`src/hdl/port_io_cfg.svh`:
```
`ifndef PORT_IO_CFG_SVH
`define PORT_IO_CFG_SVH
// Register byte offsets on the bus.
`define DIRECTION_REGISTER_OFS     12'h000
`define OUTPUT_LATCH_REGISTER_OFS  12'h004
`define PIN_LEVEL_READBACK_OFS     12'h008
`define ALT_CONTROL_OFS            12'h00c
// Reset values.
`define DIRECTION_RESET            5'h00
`define OUTPUT_LATCH_RESET         5'h00
`define ALT_CONTROL_RESET          2'h0
// Alternate control field positions.
`define ALT_PROG_MODE_BIT          0
`define ALT_TIMER_EXT_BIT          1
// Pin positions of alternate functions.
`define PIN_MOSI                   0
`define PIN_MISO                   1
`define PIN_SCK                    2
`define PIN_CLOCK                  3
`endif

```
`src/hdl/port_io_pkg.sv`:
```
package port_io_pkg;
    // Five-pin port vector.
    typedef logic [4:0] port_vec_t;
    // Bus data phase states of the slave.
    typedef enum logic [0:0] {
        bus_idle,
        bus_data
    } bus_state_t;
endpackage

```
`src/hdl/port_b_digital_io.sv`:
```
// Operation
// - Direction one drives output latch level
// - Input with latch one enables pull-up
// - Pull-up off when latch zero or output
// - Reset tri-states every pin immediately
// - Internal oscillator fuse frees pin three
// - Programming mode takes pin two as clock
// - Pin two clocks timer even as output
// - Programming mode drives pin one as data
// - Pin one feeds interrupt even as output
// - Programming mode takes pin zero as data
// - Latch reads stored, readback reads pins
`timescale 1ns/100ps
`default_nettype none
`include "port_io_cfg.svh"

module port_b_digital_io (
    input  wire logic        clock,
    input  wire logic        sys_rst,
    // AHB-Lite slave.
    input  wire logic        hsel,
    input  wire logic [31:0] haddr,
    input  wire logic [1:0]  htrans,
    input  wire logic        hwrite,
    input  wire logic [2:0]  hsize,
    input  wire logic [31:0] hwdata,
    input  wire logic        hready,
    output logic      [31:0] hrdata,
    output logic             hreadyout,
    output logic             hresp,
    // Pins, split into level in, drive out, active-low enable and pull-up enable.
    input  wire logic [4:0]  port_pin_in,
    output logic      [4:0]  port_pin_out,
    output logic      [4:0]  port_pin_oe_n,
    output logic      [4:0]  pin_pullup_en,
    // Fuse level and programmer data.
    input  wire logic        internal_osc_select_fuse,
    input  wire logic        prog_miso_data,
    // Alternate function taps.
    output logic             timer_external_clock_in,
    output logic             external_interrupt_zero_in,
    output logic             prog_sck_in,
    output logic             prog_mosi_in,
    output logic             ext_clock_in,
    output logic             prog_mode
);

    // Software state.
    port_io_pkg::port_vec_t  direction_register;
    port_io_pkg::port_vec_t  output_latch_register;
    logic [1:0]              alt_control;
    port_io_pkg::port_vec_t  next_direction_register;
    port_io_pkg::port_vec_t  next_output_latch_register;
    logic [1:0]              next_alt_control;
    // Bus phase state.
    port_io_pkg::bus_state_t bus_state;
    port_io_pkg::bus_state_t next_bus_state;
    logic [11:0]             wr_addr;
    logic [11:0]             next_wr_addr;
    logic                    wr_pend;
    logic                    next_wr_pend;
    logic [31:0]             next_hrdata;
    // Pin synchronisers; stage one is read only by stage two.
    port_io_pkg::port_vec_t  pin_meta;
    port_io_pkg::port_vec_t  pin_sync;
    logic                    fuse_meta;
    logic                    fuse_sync;
    logic                    fuse_latched;
    logic                    fuse_taken;
    // Pin drive next values.
    port_io_pkg::port_vec_t  next_pin_out;
    port_io_pkg::port_vec_t  next_pin_oe_n;
    port_io_pkg::port_vec_t  next_pullup;
    logic                    pin3_is_io;

    // Two-flop synchronisers for pins and fuse level.
    always_ff @(posedge clock) begin
        pin_meta  <= port_pin_in;
        pin_sync  <= pin_meta;
        fuse_meta <= internal_osc_select_fuse;
        fuse_sync <= fuse_meta;
    end

    // The fuse takes effect only at reset, so it is caught after release.
    // fuse after reset
    always_ff @(posedge clock) begin
        if (sys_rst) begin
            fuse_taken   <= 1'b0;
            fuse_latched <= 1'b0;
        end else if (!fuse_taken) begin
            fuse_taken   <= 1'b1;
            fuse_latched <= fuse_sync;
        end
    end

    // Fuse programmed (low) selects internal RC; pin three is then I/O.
    // pin three io
    assign pin3_is_io = fuse_taken && !fuse_latched;

    // Bus decode and register next values.
    always_comb begin
        next_direction_register    = direction_register;
        next_output_latch_register = output_latch_register;
        next_alt_control           = alt_control;
        next_bus_state             = port_io_pkg::bus_idle;
        next_wr_addr               = wr_addr;
        next_wr_pend               = 1'b0;
        next_hrdata                = hrdata;
        // Write data phase: commit hwdata to the address latched in the address phase.
        if (bus_state == port_io_pkg::bus_data && wr_pend) begin
            unique case (wr_addr)
                `DIRECTION_REGISTER_OFS: begin
                    next_direction_register = hwdata[4:0];
                end
                `OUTPUT_LATCH_REGISTER_OFS: begin
                    next_output_latch_register = hwdata[4:0];
                end
                `ALT_CONTROL_OFS: begin
                    next_alt_control = hwdata[1:0];
                end
                default: begin
                    // Readback and unmapped addresses ignore writes.
                end
            endcase
        end
        // Address phase taken when selected and bus ready.
        if (hsel && hready && htrans[1]) begin
            next_bus_state = port_io_pkg::bus_data;
            next_wr_addr   = haddr[11:0];
            next_wr_pend   = hwrite;
            next_hrdata    = 32'h0000_0000;
            if (!hwrite) begin
                unique case (haddr[11:0])
                    `DIRECTION_REGISTER_OFS: begin
                        next_hrdata[4:0] = direction_register;
                    end
                    `OUTPUT_LATCH_REGISTER_OFS: begin
                        next_hrdata[4:0] = output_latch_register;
                    end
                    `PIN_LEVEL_READBACK_OFS: begin
                        next_hrdata[4:0] = pin_sync;
                    end
                    `ALT_CONTROL_OFS: begin
                        next_hrdata[1:0] = alt_control;
                    end
                    default: begin
                        // Unmapped reads return zero.
                    end
                endcase
            end
        end
    end

    // Register update; reset clears all control state.
    always_ff @(posedge clock) begin
        if (sys_rst) begin
            direction_register    <= `DIRECTION_RESET;
            output_latch_register <= `OUTPUT_LATCH_RESET;
            alt_control           <= `ALT_CONTROL_RESET;
            bus_state             <= port_io_pkg::bus_idle;
            wr_addr               <= 12'h000;
            wr_pend               <= 1'b0;
            hrdata                <= 32'h0000_0000;
        end else begin
            direction_register    <= next_direction_register;
            output_latch_register <= next_output_latch_register;
            alt_control           <= next_alt_control;
            bus_state             <= next_bus_state;
            wr_addr               <= next_wr_addr;
            wr_pend               <= next_wr_pend;
            hrdata                <= next_hrdata;
        end
    end

    // Zero-wait slave: always ready, always OKAY.
    assign hreadyout = 1'b1;
    assign hresp     = 1'b0;

    // Pin drive computation from direction, latch and alternate modes.
    always_comb begin
        next_pin_out  = output_latch_register;
        next_pin_oe_n = ~direction_register;
        next_pullup   = ~direction_register & output_latch_register;
        // Pin three given up to the external clock when fuse unprogrammed.
        if (!pin3_is_io) begin
            next_pin_oe_n[`PIN_CLOCK] = 1'b1;
            next_pullup[`PIN_CLOCK]   = 1'b0;
        end
        if (alt_control[`ALT_PROG_MODE_BIT]) begin
            next_pin_out[`PIN_MISO]  = prog_miso_data;
            next_pin_oe_n[`PIN_MISO] = 1'b0;
            next_pullup[`PIN_MISO]   = 1'b0;
            next_pin_oe_n[`PIN_SCK]  = 1'b1;
            next_pin_oe_n[`PIN_MOSI] = 1'b1;
            next_pullup[`PIN_SCK]    = 1'b0;
            next_pullup[`PIN_MOSI]   = 1'b0;
        end
    end

    // Pin drive registers; reset lets the pins go at once, clock or not.
    always_ff @(posedge clock or posedge sys_rst) begin
        if (sys_rst) begin
            port_pin_out  <= 5'h00;
            port_pin_oe_n <= 5'h1f;
            pin_pullup_en <= 5'h00;
        end else begin
            port_pin_out  <= next_pin_out;
            port_pin_oe_n <= next_pin_oe_n;
            pin_pullup_en <= next_pullup;
        end
    end

    // Alternate taps read the synchronised pin level, whatever the direction.
    always_ff @(posedge clock) begin
        if (sys_rst) begin
            timer_external_clock_in    <= 1'b0;
            external_interrupt_zero_in <= 1'b0;
            prog_sck_in                <= 1'b0;
            prog_mosi_in               <= 1'b0;
            ext_clock_in               <= 1'b0;
            prog_mode                  <= 1'b0;
        end else begin
            timer_external_clock_in <= !alt_control[`ALT_PROG_MODE_BIT]
                && alt_control[`ALT_TIMER_EXT_BIT] && pin_sync[`PIN_SCK];
            external_interrupt_zero_in <= !alt_control[`ALT_PROG_MODE_BIT]
                && pin_sync[`PIN_MISO];
            prog_sck_in  <= alt_control[`ALT_PROG_MODE_BIT]
                && pin_sync[`PIN_SCK];
            prog_mosi_in <= alt_control[`ALT_PROG_MODE_BIT]
                && pin_sync[`PIN_MOSI];
            ext_clock_in <= !pin3_is_io && pin_sync[`PIN_CLOCK];
            prog_mode    <= alt_control[`ALT_PROG_MODE_BIT];
        end
    end

    // Assertions.
    a_reset_tristate: assert property (@(posedge clock)
        sys_rst |=> port_pin_oe_n == 5'h1f && pin_pullup_en == 5'h00)
        else $error("pins not tri-stated after reset");

    a_output_level: assert property (
        @(posedge clock) disable iff (sys_rst)
        (direction_register[4] && !$past(sys_rst))
        |=> port_pin_oe_n[4] == 1'b0
            && port_pin_out[4] == $past(output_latch_register[4]))
        else $error("output pin not driving latch level");

    a_pullup_input: assert property (
        @(posedge clock) disable iff (sys_rst)
        (!direction_register[0] && output_latch_register[0]
         && !alt_control[0]) |=> pin_pullup_en[0])
        else $error("pull-up missing on input");

    a_pullup_off: assert property (
        @(posedge clock) disable iff (sys_rst)
        (direction_register[4] || !output_latch_register[4])
        |=> !pin_pullup_en[4])
        else $error("pull-up active when forbidden");

    a_pin3_io: assert property (
        @(posedge clock) disable iff (sys_rst)
        (pin3_is_io && direction_register[3]) |=> !port_pin_oe_n[3])
        else $error("pin three not usable as io");

    a_miso_drive: assert property (
        @(posedge clock) disable iff (sys_rst)
        alt_control[0] |=> !port_pin_oe_n[1]
            && port_pin_out[1] == $past(prog_miso_data))
        else $error("programmer data not driven");

    a_timer_tap: assert property (
        @(posedge clock) disable iff (sys_rst)
        (alt_control == 2'h2) |=> timer_external_clock_in
            == $past(pin_sync[2]))
        else $error("timer clock tap wrong");

    a_int_tap: assert property (
        @(posedge clock) disable iff (sys_rst)
        (!alt_control[0] && direction_register[1])
        |=> external_interrupt_zero_in == $past(pin_sync[1]))
        else $error("interrupt tap blocked by output");

    a_reset_clear: assert property (@(posedge clock)
        sys_rst |=> direction_register == 5'h00
            && output_latch_register == 5'h00)
        else $error("control bits not cleared by reset");

endmodule
`default_nettype wire

```
`config.mk`:
```
export PLATFORM = sky130hd
export DESIGN_NAME = port_b_digital_io
export DESIGN_NICKNAME = d
export VERILOG_FILES = /design/src/hdl/port_io_pkg.sv /design/src/hdl/port_b_digital_io.sv
export VERILOG_INCLUDE_DIRS = /design/src /design/src/hdl
export SDC_FILE = /design/constraint.sdc
export NUM_CORES = 1
export LEC_CHECK = 0
export BUFFER_PORTS_ARGS = -buffer_cell sky130_fd_sc_hd__buf_2
export CAP_MARGIN = 20
export CORE_ASPECT_RATIO = 1.2
export CORE_MARGIN = 10
export CORE_UTILIZATION = 35
export DETAILED_ROUTE_END_ITERATION = 12
export PLACE_DENSITY = 0.8
export SLEW_MARGIN = 20
export SYNTH_ARGS = -nofsm -noshare
export SYNTH_HDL_FRONTEND = slang
export SYNTH_SLANG_ARGS = --single-unit
```
`constraint.sdc`:
```
create_clock -name clock -period 1.13 [get_ports clock]
set_input_delay 0 -clock clock [delete_from_list [all_inputs] [get_ports clock]]
set_output_delay 0 -clock clock [all_outputs]
set_load 0.01 [all_outputs]
```
Word-level counts from Yosys, hierarchy flattened
Cells that the tools add are included.
{ "word_totals": {"regBits": 66} }
{ "op_classes": {"eq_ne": 5, "n_mux": 10, "bitwise": 3, "n_reduce_logical": 19} }
{ "ops": {"columns": ["operator", "n"], "rows": [
  ["12-bit by 4-bit == test with 1-bit output, second input constant", 3],
  ["12-bit by 3-bit == test with 1-bit output, second input constant", 2],
  ["12-bit zero test", 2],
  ["1-bit logical AND", 10],
  ["3-bit case mux with 3 select lines", 1],
  ["2-bit case mux with 4 select lines", 1],
  ["3-bit two-way mux", 2],
  ["2-bit AND reduction", 3],
  ["5-bit bitwise AND", 1],
  ["1-bit two-way mux", 5],
  ["5-bit two-way mux", 1],
  ["5-bit inverter", 1],
  ["1-bit zero test", 3],
  ["2-bit OR reduction", 1],
  ["1-bit inverter", 1]
]} }

Logic depth before layout (Yosys ltp)
Gate-level depths: netlist of the first run.
{ "depth": {"ltp_word": 4, "depth_mapped": 5, "mapped_depth_nobuf": 3} }

Least setup slack after synthesis of the first run
No wires, ideal clock.
{ "synth_timing": {"path_type": "register -> register", "startpoint": "register wr_addr[5]", "endpoint": "register direction_register[0]", "arrival_ns": 1.046, "required_ns": 1.007, "path_slack_ns": -0.039, "stages_incl_launch_ff": 4, "path_buffers": 0, "synth_period_minus_slack_ns": 1.169, "path_cell_list": "dfxtp_1 -> nor4b_4 -> nand4_2 -> mux2i_1"} }
{ "synth_between": {"elab_chain_len": 2} }
{ "synth_rtl": {"columns": ["element", "line_no", "source"], "rows": [
  ["start, declared", "port_b_digital_io.sv:58", "logic [11:0] wr_addr;"],
  ["start signal, assigned", "port_b_digital_io.sv:169", "wr_addr <= next_wr_addr;"],
  ["12-bit zero test", "port_b_digital_io.sv:111", "unique case (wr_addr)"],
  ["2-bit AND reduction (no line)", null, null],
  ["end signal, assigned", "port_b_digital_io.sv:157", "direction_register <= `DIRECTION_RESET;"],
  ["end signal, assigned", "port_b_digital_io.sv:165", "direction_register <= next_direction_register;"],
  ["end, declared", "port_b_digital_io.sv:49", "port_io_pkg::port_vec_t direction_register;"]
]} }
No other way between the ends.
A chain may end at the register's enable or synchronous reset.

Worst setup path after layout of the first run
{ "layout_timing": {"startpoint": "register wr_addr[11]", "endpoint": "register direction_register[1]"} }
The elaborated chain is that of the path after synthesis.

==> metrics.csv, run 1 <==
metric;value;unit
Critical-path top delay cell;dfxtp_2;
RD Place Congestion;0.7469;
Die Area;10800;µm²
number of synthesized register bits;66;
cells after synthesis;225;
Area Growth Syn to Fin;31.93;%
CP required;1.35;ns
crit path launch type;flip-flop;
Slew Limit Fails;0;
Synth Warn #;0;
largest cells by area after synthesis;dfxtp_1 41%, dfrtp_1 10%, buf_4 8.8%;
Setup Viol. Count Final;12;
number of max-cap violations;0;
Via Count;1765;
footprint of the multi-input gates;909.6;µm²
Clock Skews;0.007521;ns
outcome;finished with violations;
die height;111.9;µm
number of buffers created by CTS;9;
most frequent cells in the layout;55 x buf_2, 45 x dfxtp_1, 42 x nand2_1;
Top Ports;136;
PortBufs;55;
Total GRT Usage;0.1052;
Clk Latency, worst-skew pair;0.34;ns
GR Overflow Total;0;
share of layout cells above drive strength 1;0.3043;
Seq/Total Area, Yosys;0.5699;
drt drc;0;
worst path cell trace;nor4b_4, buf_4, nand4_4, mux2i_1;
Std-Cell Rows;33;
wire length of the first global-routing pass;8935;µm
Yosys top cell area share;0.4148;
initial antenna violation count;1;
fraction of registers with async set/reset;0.2273;
1st-iter DRT viols;63;
Post-synth EDFFs;0;
TritonRoute pass-1 iters;4;
final core occ;0.4737;
Synth Cell Area;2461;µm²
diodes inserted;0;
drt wl/cell;13.62;µm
vias in the first global route;1947;
PD cells;1422;nW/µm²
Final nets;398;
Initial Util;0.3591;
worst-path fanout max;5;
sequential standard cell area;1410;µm²
Fin. Hold Viols;0;
maximum vdd drop;716.7;µV
failing checks;negative setup slack;
average size of a mapped cell;10.94;µm²
area leader, netlist;dfxtp_1;
largest net degree at the start of global routing;24;
Placed Cells incl. Taps;364;
die width;96.55;µm
pre-CTS WS;-0.2176;ns
final wirelength;5572;µm
Most used DFF post-synth;dfxtp_1;
DP HPWL;4201;µm
Worst-path clk slew;0.07;ns
Bufs on Longest Clock Path;2;
CTS tree;done;
fmax;0.8187;GHz
Tcrit/Tclk final;1.081;
root buffer cell;clkbuf_8;
CORE AREA;6854;µm²
vias per cell;4.315;
PnR worst setup slack;-0.09140;ns
TritonCTS Sinks;66;
final critical-path required period;1.221;ns
WS Path Type;reg -> reg;
Fill cells;681;
synth unique cells;32;
Static Leakage;1.516;nW
H-tree levels;3;
fin cells;409;
crit end category;flip-flop;
RSZ-0062 raised after global routing;yes;
Tightest Hold Check Type;in -> reg;
Post-DRT Antenna Nets;0;
CP peak stage delay;0.33;ns
arrival time worst endpoint;1.44;ns
worst hold slack;0.02174;ns
most common cell after layout, fill and taps aside;buf_2;
Tot Pwr;4.617;mW
## routing by layer
metal,wire [µm],part of all wire,up-vias,track usage
met3,562,0.10,11,0.04973
met1,2058,0.37,815,0.1027
met4,95,0.017,2,0.04951
met5,10,0.0018,-,0
li1,-,-,879,-
met2,2845,0.51,58,0.1799
## area by class of cell
cell class	count	share of cell area
clock buffers	11	0.04046
inverters	5	0.005780
flip-flops and latches	66	0.4343
repair buffers	90	0.1888
clock inverters	5	0.01696
multi-input cells	145	0.2802
well taps	87	0.03353
## final timing paths
path,from,to,slack (ns),cells after the start
setup reg to reg,wr_addr[11],direction_register[1],-0.09,4
max in group asynchronous,sys_rst,pin_pullup_en[3],0.18,5
setup / recovery,wr_addr[11],direction_register[1],-0.09,4
hold reg to reg,pin_meta[1],pin_sync[1],0.32,0
hold / removal,sys_rst,bus_state,0.02,2
min in group asynchronous,sys_rst,port_pin_oe_n[0],0.05,4
## Yosys cell counts, types with 3 or more instances
master,count
nor2b_1,5
a2bb2oi_1,3
buf_4,29
nor3b_1,4
buf_2,4
dfxtp_1,51
nor2_1,4
o2bb2ai_1,5
nand2_1,42
and2_1,5
dfstp_2,5
dfrtp_1,10
inv_1,4
mux2i_1,16
a21oi_1,12
## worst max-delay path, delay by kind of cell (launching register included)
family,cells,cell delay (ns)
flops,1,0.33
mux,1,0.16
buf+inv,1,0.18
simple gates,2,0.43
## flip-flops by register name, summed over array words and instances (netlist names), 5 cells and up
name                   flops
port_pin_out               5
pin_sync                   5
wr_addr                   12
output_latch_register      5
pin_pullup_en              5
hrdata                     5
port_pin_oe_n              5
direction_register         5
pin_meta                   5
## timing repair
item                                    CTS  global route
setup buffers                             3             1
gates resized for setup                   5             3
endpoints found under the hold margin    40             0
hold buffers                             25             0
endpoints found under the setup margin   12            12
pin swaps                                 5             5
## power by group
group | switching (mW) | internal (mW)
sequential | 0.0253 | 2.38
clock | 0.846 | 1.01
combinational | 0.183 | 0.167
total | 1.05 | 3.56
## through the flow
stage	instance area (µm²)	setup TNS [ns]
floorplan	2562	-0.3949
global placement	2755	-1.413
detailed placement	2755	-2.174
CTS	3236	-0.7463
global route	3247	-1.884
finish	3247	-0.8920
## logic make-up after synthesis
group,synth area share
AO/OA/AOI/OAI,0.05287
flip-flops,0.5699
multiplexers,0.08795
other,0.003051
AND/OR/NAND/NOR,0.1774
buffers and inverters,0.1088
No activity file was read; power rests on OpenSTA's default activity.
==> run 2, diff against run 1 <==
==> constraint.sdc (replaced) <==
create_clock -name clock -period 1.13 [get_ports clock]
set_input_delay 0.113 -clock clock [delete_from_list [all_inputs] [get_ports clock]]
set_output_delay 0.113 -clock clock [all_outputs]
set_load 0.01 [all_outputs]
==> run 2 against run 1 <==
Against the previous run:
- sequential share of layout area increased by 2.2 points
- core utilization down 2.3 points
- cell area is 4.9% lower
- first-iteration DRC count down 44%
- the flow still finishes with violations (negative setup slack)
- clock power fell by 10%
- routed wire length decreased by 1.2%
==> metrics.csv, run 2 (synthesized netlist as in run 1, its figures left out) <==
metric;value;unit;change
final core occ;0.4505;;-0.02318
CTS tree;done;;
PnR worst setup slack;-0.1098;ns;-0.01844 ns
cell area after layout;3088;µm²;-4.9%
vias in the first global route;1826;;-6.2%
Top reg by flops;wr_addr;;
1st-iter DRT viols;35;;-44%
R2R Path End;output_latch_register[3];;
CP peak stage delay;0.33;ns;about the same
Slew Limit Fails;0;;unchanged
Initial Util;0.3591;;unchanged
delay-heaviest family, CP;simple AND/OR/NAND/NOR gates;;
Setup Viol. Count Final;12;;unchanged
sequential standard cell area;1408;µm²;-0.18%
Setup crit start;wr_addr[5];;
largest net degree at the start of global routing;25;;+4.2%
TritonRoute pass-1 iters;4;;unchanged
Worst-path clk slew;0.06;ns;about the same
Area Growth Syn to Fin;25.47;%;
final wirelength;5503;µm;-1.2%
PD cells;1420;nW/µm²;-0.11%
PortBufs;55;;unchanged
most frequent cells in the layout;55 x buf_2, 47 x dfxtp_1, 42 x nand2_1;;
share of layout cells above drive strength 1;0.3172;;+0.01280
final critical-path required period;1.240;ns;+0.01844 ns
Die Area;10800;µm²;unchanged
RD Place Congestion;0.7224;;-3.3%
Reg2Reg Depth;4;;unchanged
number of max-cap violations;0;;unchanged
Bufs on Longest Clock Path;2;;unchanged
worst-path fanout max;5;;unchanged
Worst Path Buf+Inv;1;;unchanged
TritonCTS Sinks;66;;unchanged
Final nets;385;;-3.3%
CP required;1.36;ns;about the same
Crit path depth;4;;unchanged
worst path cell trace;nor4b_4, buf_4, nand4_4, mux2i_1;;
Tightest Hold Check Type;in -> reg;;
footprint of the multi-input gates;909.6;µm²;unchanged
Via Count;1719;;-2.6%
diodes inserted;0;;unchanged
Top Ports;136;;unchanged
Largest register FFs;12;;unchanged
r2r setup slk;-0.11;ns;-0.02 ns
Critical R2R Launch;wr_addr[5];;
maximum vdd drop;603.1;µV;-16%
Static Leakage;1.463;nW;-3.5%
Critical-path top delay cell;dfxtp_2;;
most common cell after layout, fill and taps aside;buf_2;;
failing checks;negative setup slack;;
Clock Skews;0.008816;ns;+0.001295 ns
drt wl/cell;13.90;µm;+2.0%
WS Path Type;reg -> reg;;
RSZ-0062 raised after global routing;yes;;
root buffer cell;clkbuf_8;;
Std-Cell Rows;33;;unchanged
wire length of the first global-routing pass;8838;µm;-1.1%
crit end category;flip-flop;;
vias per cell;4.341;;+0.59%
GR Overflow Total;0;;unchanged
Post-DRT Antenna Nets;0;;unchanged
die width;96.55;µm;unchanged
Fin. Hold Viols;0;;unchanged
number of buffers created by CTS;9;;unchanged
Tcrit/Tclk final;1.097;;+0.01632
Fill cells;690;;+1.3%
Setup crit end;output_latch_register[3];;
outcome;finished with violations;;
H-tree levels;3;;unchanged
Total GRT Usage;0.1070;;+0.001840
CORE AREA;6854;µm²;unchanged
crit path launch type;flip-flop;;
Clk Latency, worst-skew pair;0.35;ns;about the same
die height;111.9;µm;unchanged
fmax;0.8066;GHz;-1.5%
Tot Pwr;4.386;mW;-5.0%
initial antenna violation count;1;;unchanged
arrival time worst endpoint;1.47;ns;+0.03 ns
Placed Area;2778;µm²;+0.82%
DP HPWL;4166;µm;-0.84%
drt drc;0;;unchanged
-- run 2: changes by cell type in the layout (fill, tap and decap cells not counted) --
cell           change
buf_4              +2
bufinv_16          -1
clkbuf_8           +1
clkinv_2           +2
clkinvlp_4         -2
dfxtp_1            +2
dfxtp_2            -2
dlygate4sd3_1     -15
-- run 2: how the worst min path moves through the flow --
stage                             start          end  slack [ns]  depth (start not counted)
2_1_floorplan  internal_osc_select_fuse    fuse_meta        0.14                          0
3_3_place_gp             port_pin_in[1]  pin_meta[1]        0.22                          1
3_5_place_dp   internal_osc_select_fuse    fuse_meta        0.22                          1
4_1_cts                        haddr[8]   wr_addr[8]       0.006                          3
5_1_grt                       haddr[10]  wr_addr[10]        0.02                          3
6_report                       haddr[8]   wr_addr[8]        0.02                          3
-- run 2: where the power goes --
| part | total, mW | internal (mW) | switching [mW] |
|---|---|---|---|
| clock | 1.67 | 0.841 | 0.825 |
| combinational | 0.311 | 0.133 | 0.178 |
| sequential | 2.41 | 2.38 | 0.0256 |
-- run 2: worst min-delay path, cell delays in order --
cell and delay (ns):
buf_2 0.11, nand2_1 0.05, a21oi_1 0.05
-- run 2: layout make-up --
| class | count | area share |
|---|---|---|
| tap | 87 | 0.03525 |
| multi-input combinational | 145 | 0.2946 |
| timing repair buffer | 77 | 0.1548 |
| clock inverter | 4 | 0.006483 |
| sequential | 66 | 0.4558 |
| clock buffer | 12 | 0.04700 |
| inverter | 5 | 0.006078 |
-- run 2: stage by stage --
step,std cells,setup TNS [ns],setup WS [ns],hold WS (ns)
6_report,396,-1.107,-0.1098,0.02329
5_1_grt,396,-1.889,-0.1800,0.02104
3_5_place_dp,367,-2.449,-0.2418,0.2166
4_1_cts,396,-1.071,-0.1062,0.006008
2_1_floorplan,252,-0.3949,-0.03949,0.1407
3_3_place_gp,367,-2.142,-0.2068,0.2176
-- run 2: what timing repair did --
item | 4_1_cts | 5_1_grt
hold endpoints to repair | 16 | 0
pin swaps | 5 | 3
hold buffers | 10 | 0
setup buffers | 3 | 0
endpoints found under the setup margin | 12 | 12
gates resized for setup | 5 | 1
-- run 2: per-layer routing --
metal  track usage  wire, µm
met1        0.1110      2113
met2        0.1723      2745
met3       0.05040       517
met4       0.05825       115
met5             0        11
==> run 3, diff against run 2 <==
- CELL_PAD_IN_SITES_DETAIL_PLACEMENT: not set -> 1
- CELL_PAD_IN_SITES_GLOBAL_PLACEMENT: not set -> 1
- CORE_MARGIN: 10 -> 2
- CORE_UTILIZATION: 35 -> 29
- PLACE_DENSITY: 0.8 -> 0.88
==> run 3 against run 2 <==
Against the previous run:
- the run still ends with negative setup slack left
- critical path depth did not move
- non-clock buffer count is 2 lower
- core utilization down 5.5 points
- clock power increased by 63%
- flip-flop and latch count is the same
- combinational power is 3% higher
- critical path type unchanged
- critical endpoint is now alt_control[0]
- largest power group is now clock
==> metrics.csv, run 3 (synthesized netlist as in run 1, its figures left out) <==
metric;value;unit;change
outcome;finished with violations;;
failing checks;negative setup slack;;
Die Area;9242;µm²;-14%
wire length of the first global-routing pass;9984;µm;+13%
Top reg by flops;wr_addr;;
Slew Limit Fails;0;;unchanged
most frequent cells in the layout;53 x buf_2, 45 x dfxtp_1, 42 x nand2_1;;
WS Path Type;reg -> reg;;
CORE AREA;8198;µm²;+20%
Via Count;1801;;+4.8%
1st-iter DRT viols;30;;-14%
PortBufs;55;;unchanged
final critical-path required period;1.317;ns;+0.07707 ns
vias in the first global route;2028;;+11%
DP HPWL;4337;µm;+4.1%
arrival time worst endpoint;1.58;ns;+0.11 ns
Rel. slew slack;0.6315;;
Post-DRT Antenna Nets;0;;unchanged
number of max-cap violations;0;;unchanged
CP peak stage delay;0.35;ns;+0.02 ns
largest net degree at the start of global routing;24;;-4.0%
Total GRT Usage;0.1453;;+0.03831
Initial Util;0.3002;;-0.05886
share of layout cells above drive strength 1;0.3290;;+0.01184
PnR worst setup slack;-0.1869;ns;-0.07707 ns
R2R Path End;alt_control[0];;
maximum vdd drop;657.1;µV;+8.9%
most common cell after layout, fill and taps aside;buf_2;;
hold path cells;3;;unchanged
number of buffers created by CTS;9;;unchanged
crit end category;flip-flop;;
CTS tree;done;;
worst-path fanout max;3;;-2
Final nets;383;;-0.52%
TritonRoute pass-1 iters;4;;unchanged
vias per cell;4.278;;-1.5%
die width;88.10;µm;-8.8%
fmax;0.7594;GHz;-5.9%
Fin. Hold Viols;0;;unchanged
drt drc;0;;unchanged
RSZ-0062 raised after global routing;yes;;
Reg2Reg Depth;4;;unchanged
root buffer cell;clkbuf_8;;
final wirelength;6323;µm;+15%
Clk Latency, worst-skew pair;0.35;ns;about the same
RD Place Congestion;0.7743;;+7.2%
Area Growth Syn to Fin;31.88;%;
Bufs on Longest Clock Path;2;;unchanged
initial antenna violation count;0;;-1
Setup crit start;wr_addr[0];;
diodes inserted;0;;unchanged
GR Overflow Total;0;;unchanged
Std-Cell Rows;36;;+9.1%
Tightest Hold Check Type;in -> reg;;
worst path cell trace;nor4b_4, buf_4, nand4_1, mux2i_1;;
Clock Skews;0.008090;ns;-0.0007268 ns
Setup crit end;alt_control[0];;
Static Leakage;1.518;nW;+3.8%
Slew @ Worst Pin;0.5528;ns;
Critical-path top delay cell;dfxtp_1;;
crit path launch type;flip-flop;;
PD cells;1679;nW/µm²;+18%
final core occ;0.3959;;-0.05462
die height;104.9;µm;-6.2%
Worst-path clk slew;0.08;ns;+0.02 ns
Critical R2R Launch;wr_addr[0];;
setup TNS;-1.568;ns;-0.4615 ns
CP required;1.40;ns;+0.04 ns
TritonCTS Sinks;66;;unchanged
Top Ports;136;;unchanged
Largest register FFs;12;;unchanged
Tcrit/Tclk final;1.165;;+0.06820
drt wl/cell;15.02;µm;+8.1%
r2r setup slk;-0.19;ns;-0.08 ns
H-tree levels;3;;unchanged
Setup Viol. Count Final;12;;unchanged
[run 3: metal layers]
metal / vias to the layer above / share of wire / GRT usage
li1: 846 / - / -
met1: 886 / 0.35 / 0.1407
met2: 60 / 0.57 / 0.2760
met3: 9 / 0.060 / 0.04660
met4: 0 / 0.016 / 0.05519
met5: - / 0 / 0
[run 3: per-stage QoR]
step	total power [mW]	cell area, µm²	instances	worst slack, ns	hold slack [ns]
2_1_floorplan	2.683	2562	252	-0.03949	0.1407
3_3_place_gp	2.725	2816	393	-0.1666	0.2158
3_5_place_dp	2.740	2816	393	-0.2563	0.2197
4_1_cts	5.467	3224	421	-0.1307	0.008969
5_1_grt	5.624	3246	421	-0.2612	0.007884
6_report	5.449	3246	421	-0.1869	0.009573
[run 3: final cells by class]
type | count | area, µm²
Clock buffer | 10 | 137.6
Clock inverter | 6 | 136.4
Fill cell | 945 | 4952
Inverter | 5 | 18.77
Multi-Input combinational cell | 145 | 909.6
Sequential cell | 66 | 1413
Tap cell | 114 | 142.6
Timing Repair Buffer | 75 | 488.0
[run 3: worst min-delay path by stage]
stage | slack [ns] | from | to
3_5_place_dp | 0.22 | internal_osc_select_fuse | fuse_meta
3_3_place_gp | 0.22 | port_pin_in[3] | pin_meta[3]
4_1_cts | 0.009 | haddr[8] | wr_addr[8]
5_1_grt | 0.008 | haddr[10] | wr_addr[10]
2_1_floorplan | 0.14 | internal_osc_select_fuse | fuse_meta
6_report | 0.01 | haddr[10] | wr_addr[10]
[run 3: timing repair]
action / in CTS / in global routing
buffers inserted: 3 / 0
resized for setup: 5 / 7
hold buffers: 9 / 0
hold endpoints to repair: 18 / 0
pin swaps: 5 / 3
setup endpoints to repair: 12 / 25
[run 3: critical path, delay by kind of cell, from the launching register on]
family        cells  cell delay, ns
flops             1            0.35
buf+inv           1            0.19
mux               1            0.24
simple gates      2            0.46
[run 3: report_power, final]
part / internal [mW] / total [mW] / switching (mW) / leakage, nW
logic: 0.138 / 0.321 / 0.183 / 0.772
clock network: 1.76 / 2.72 / 0.961 / 0.133
registers: 2.38 / 2.41 / 0.0307 / 0.613
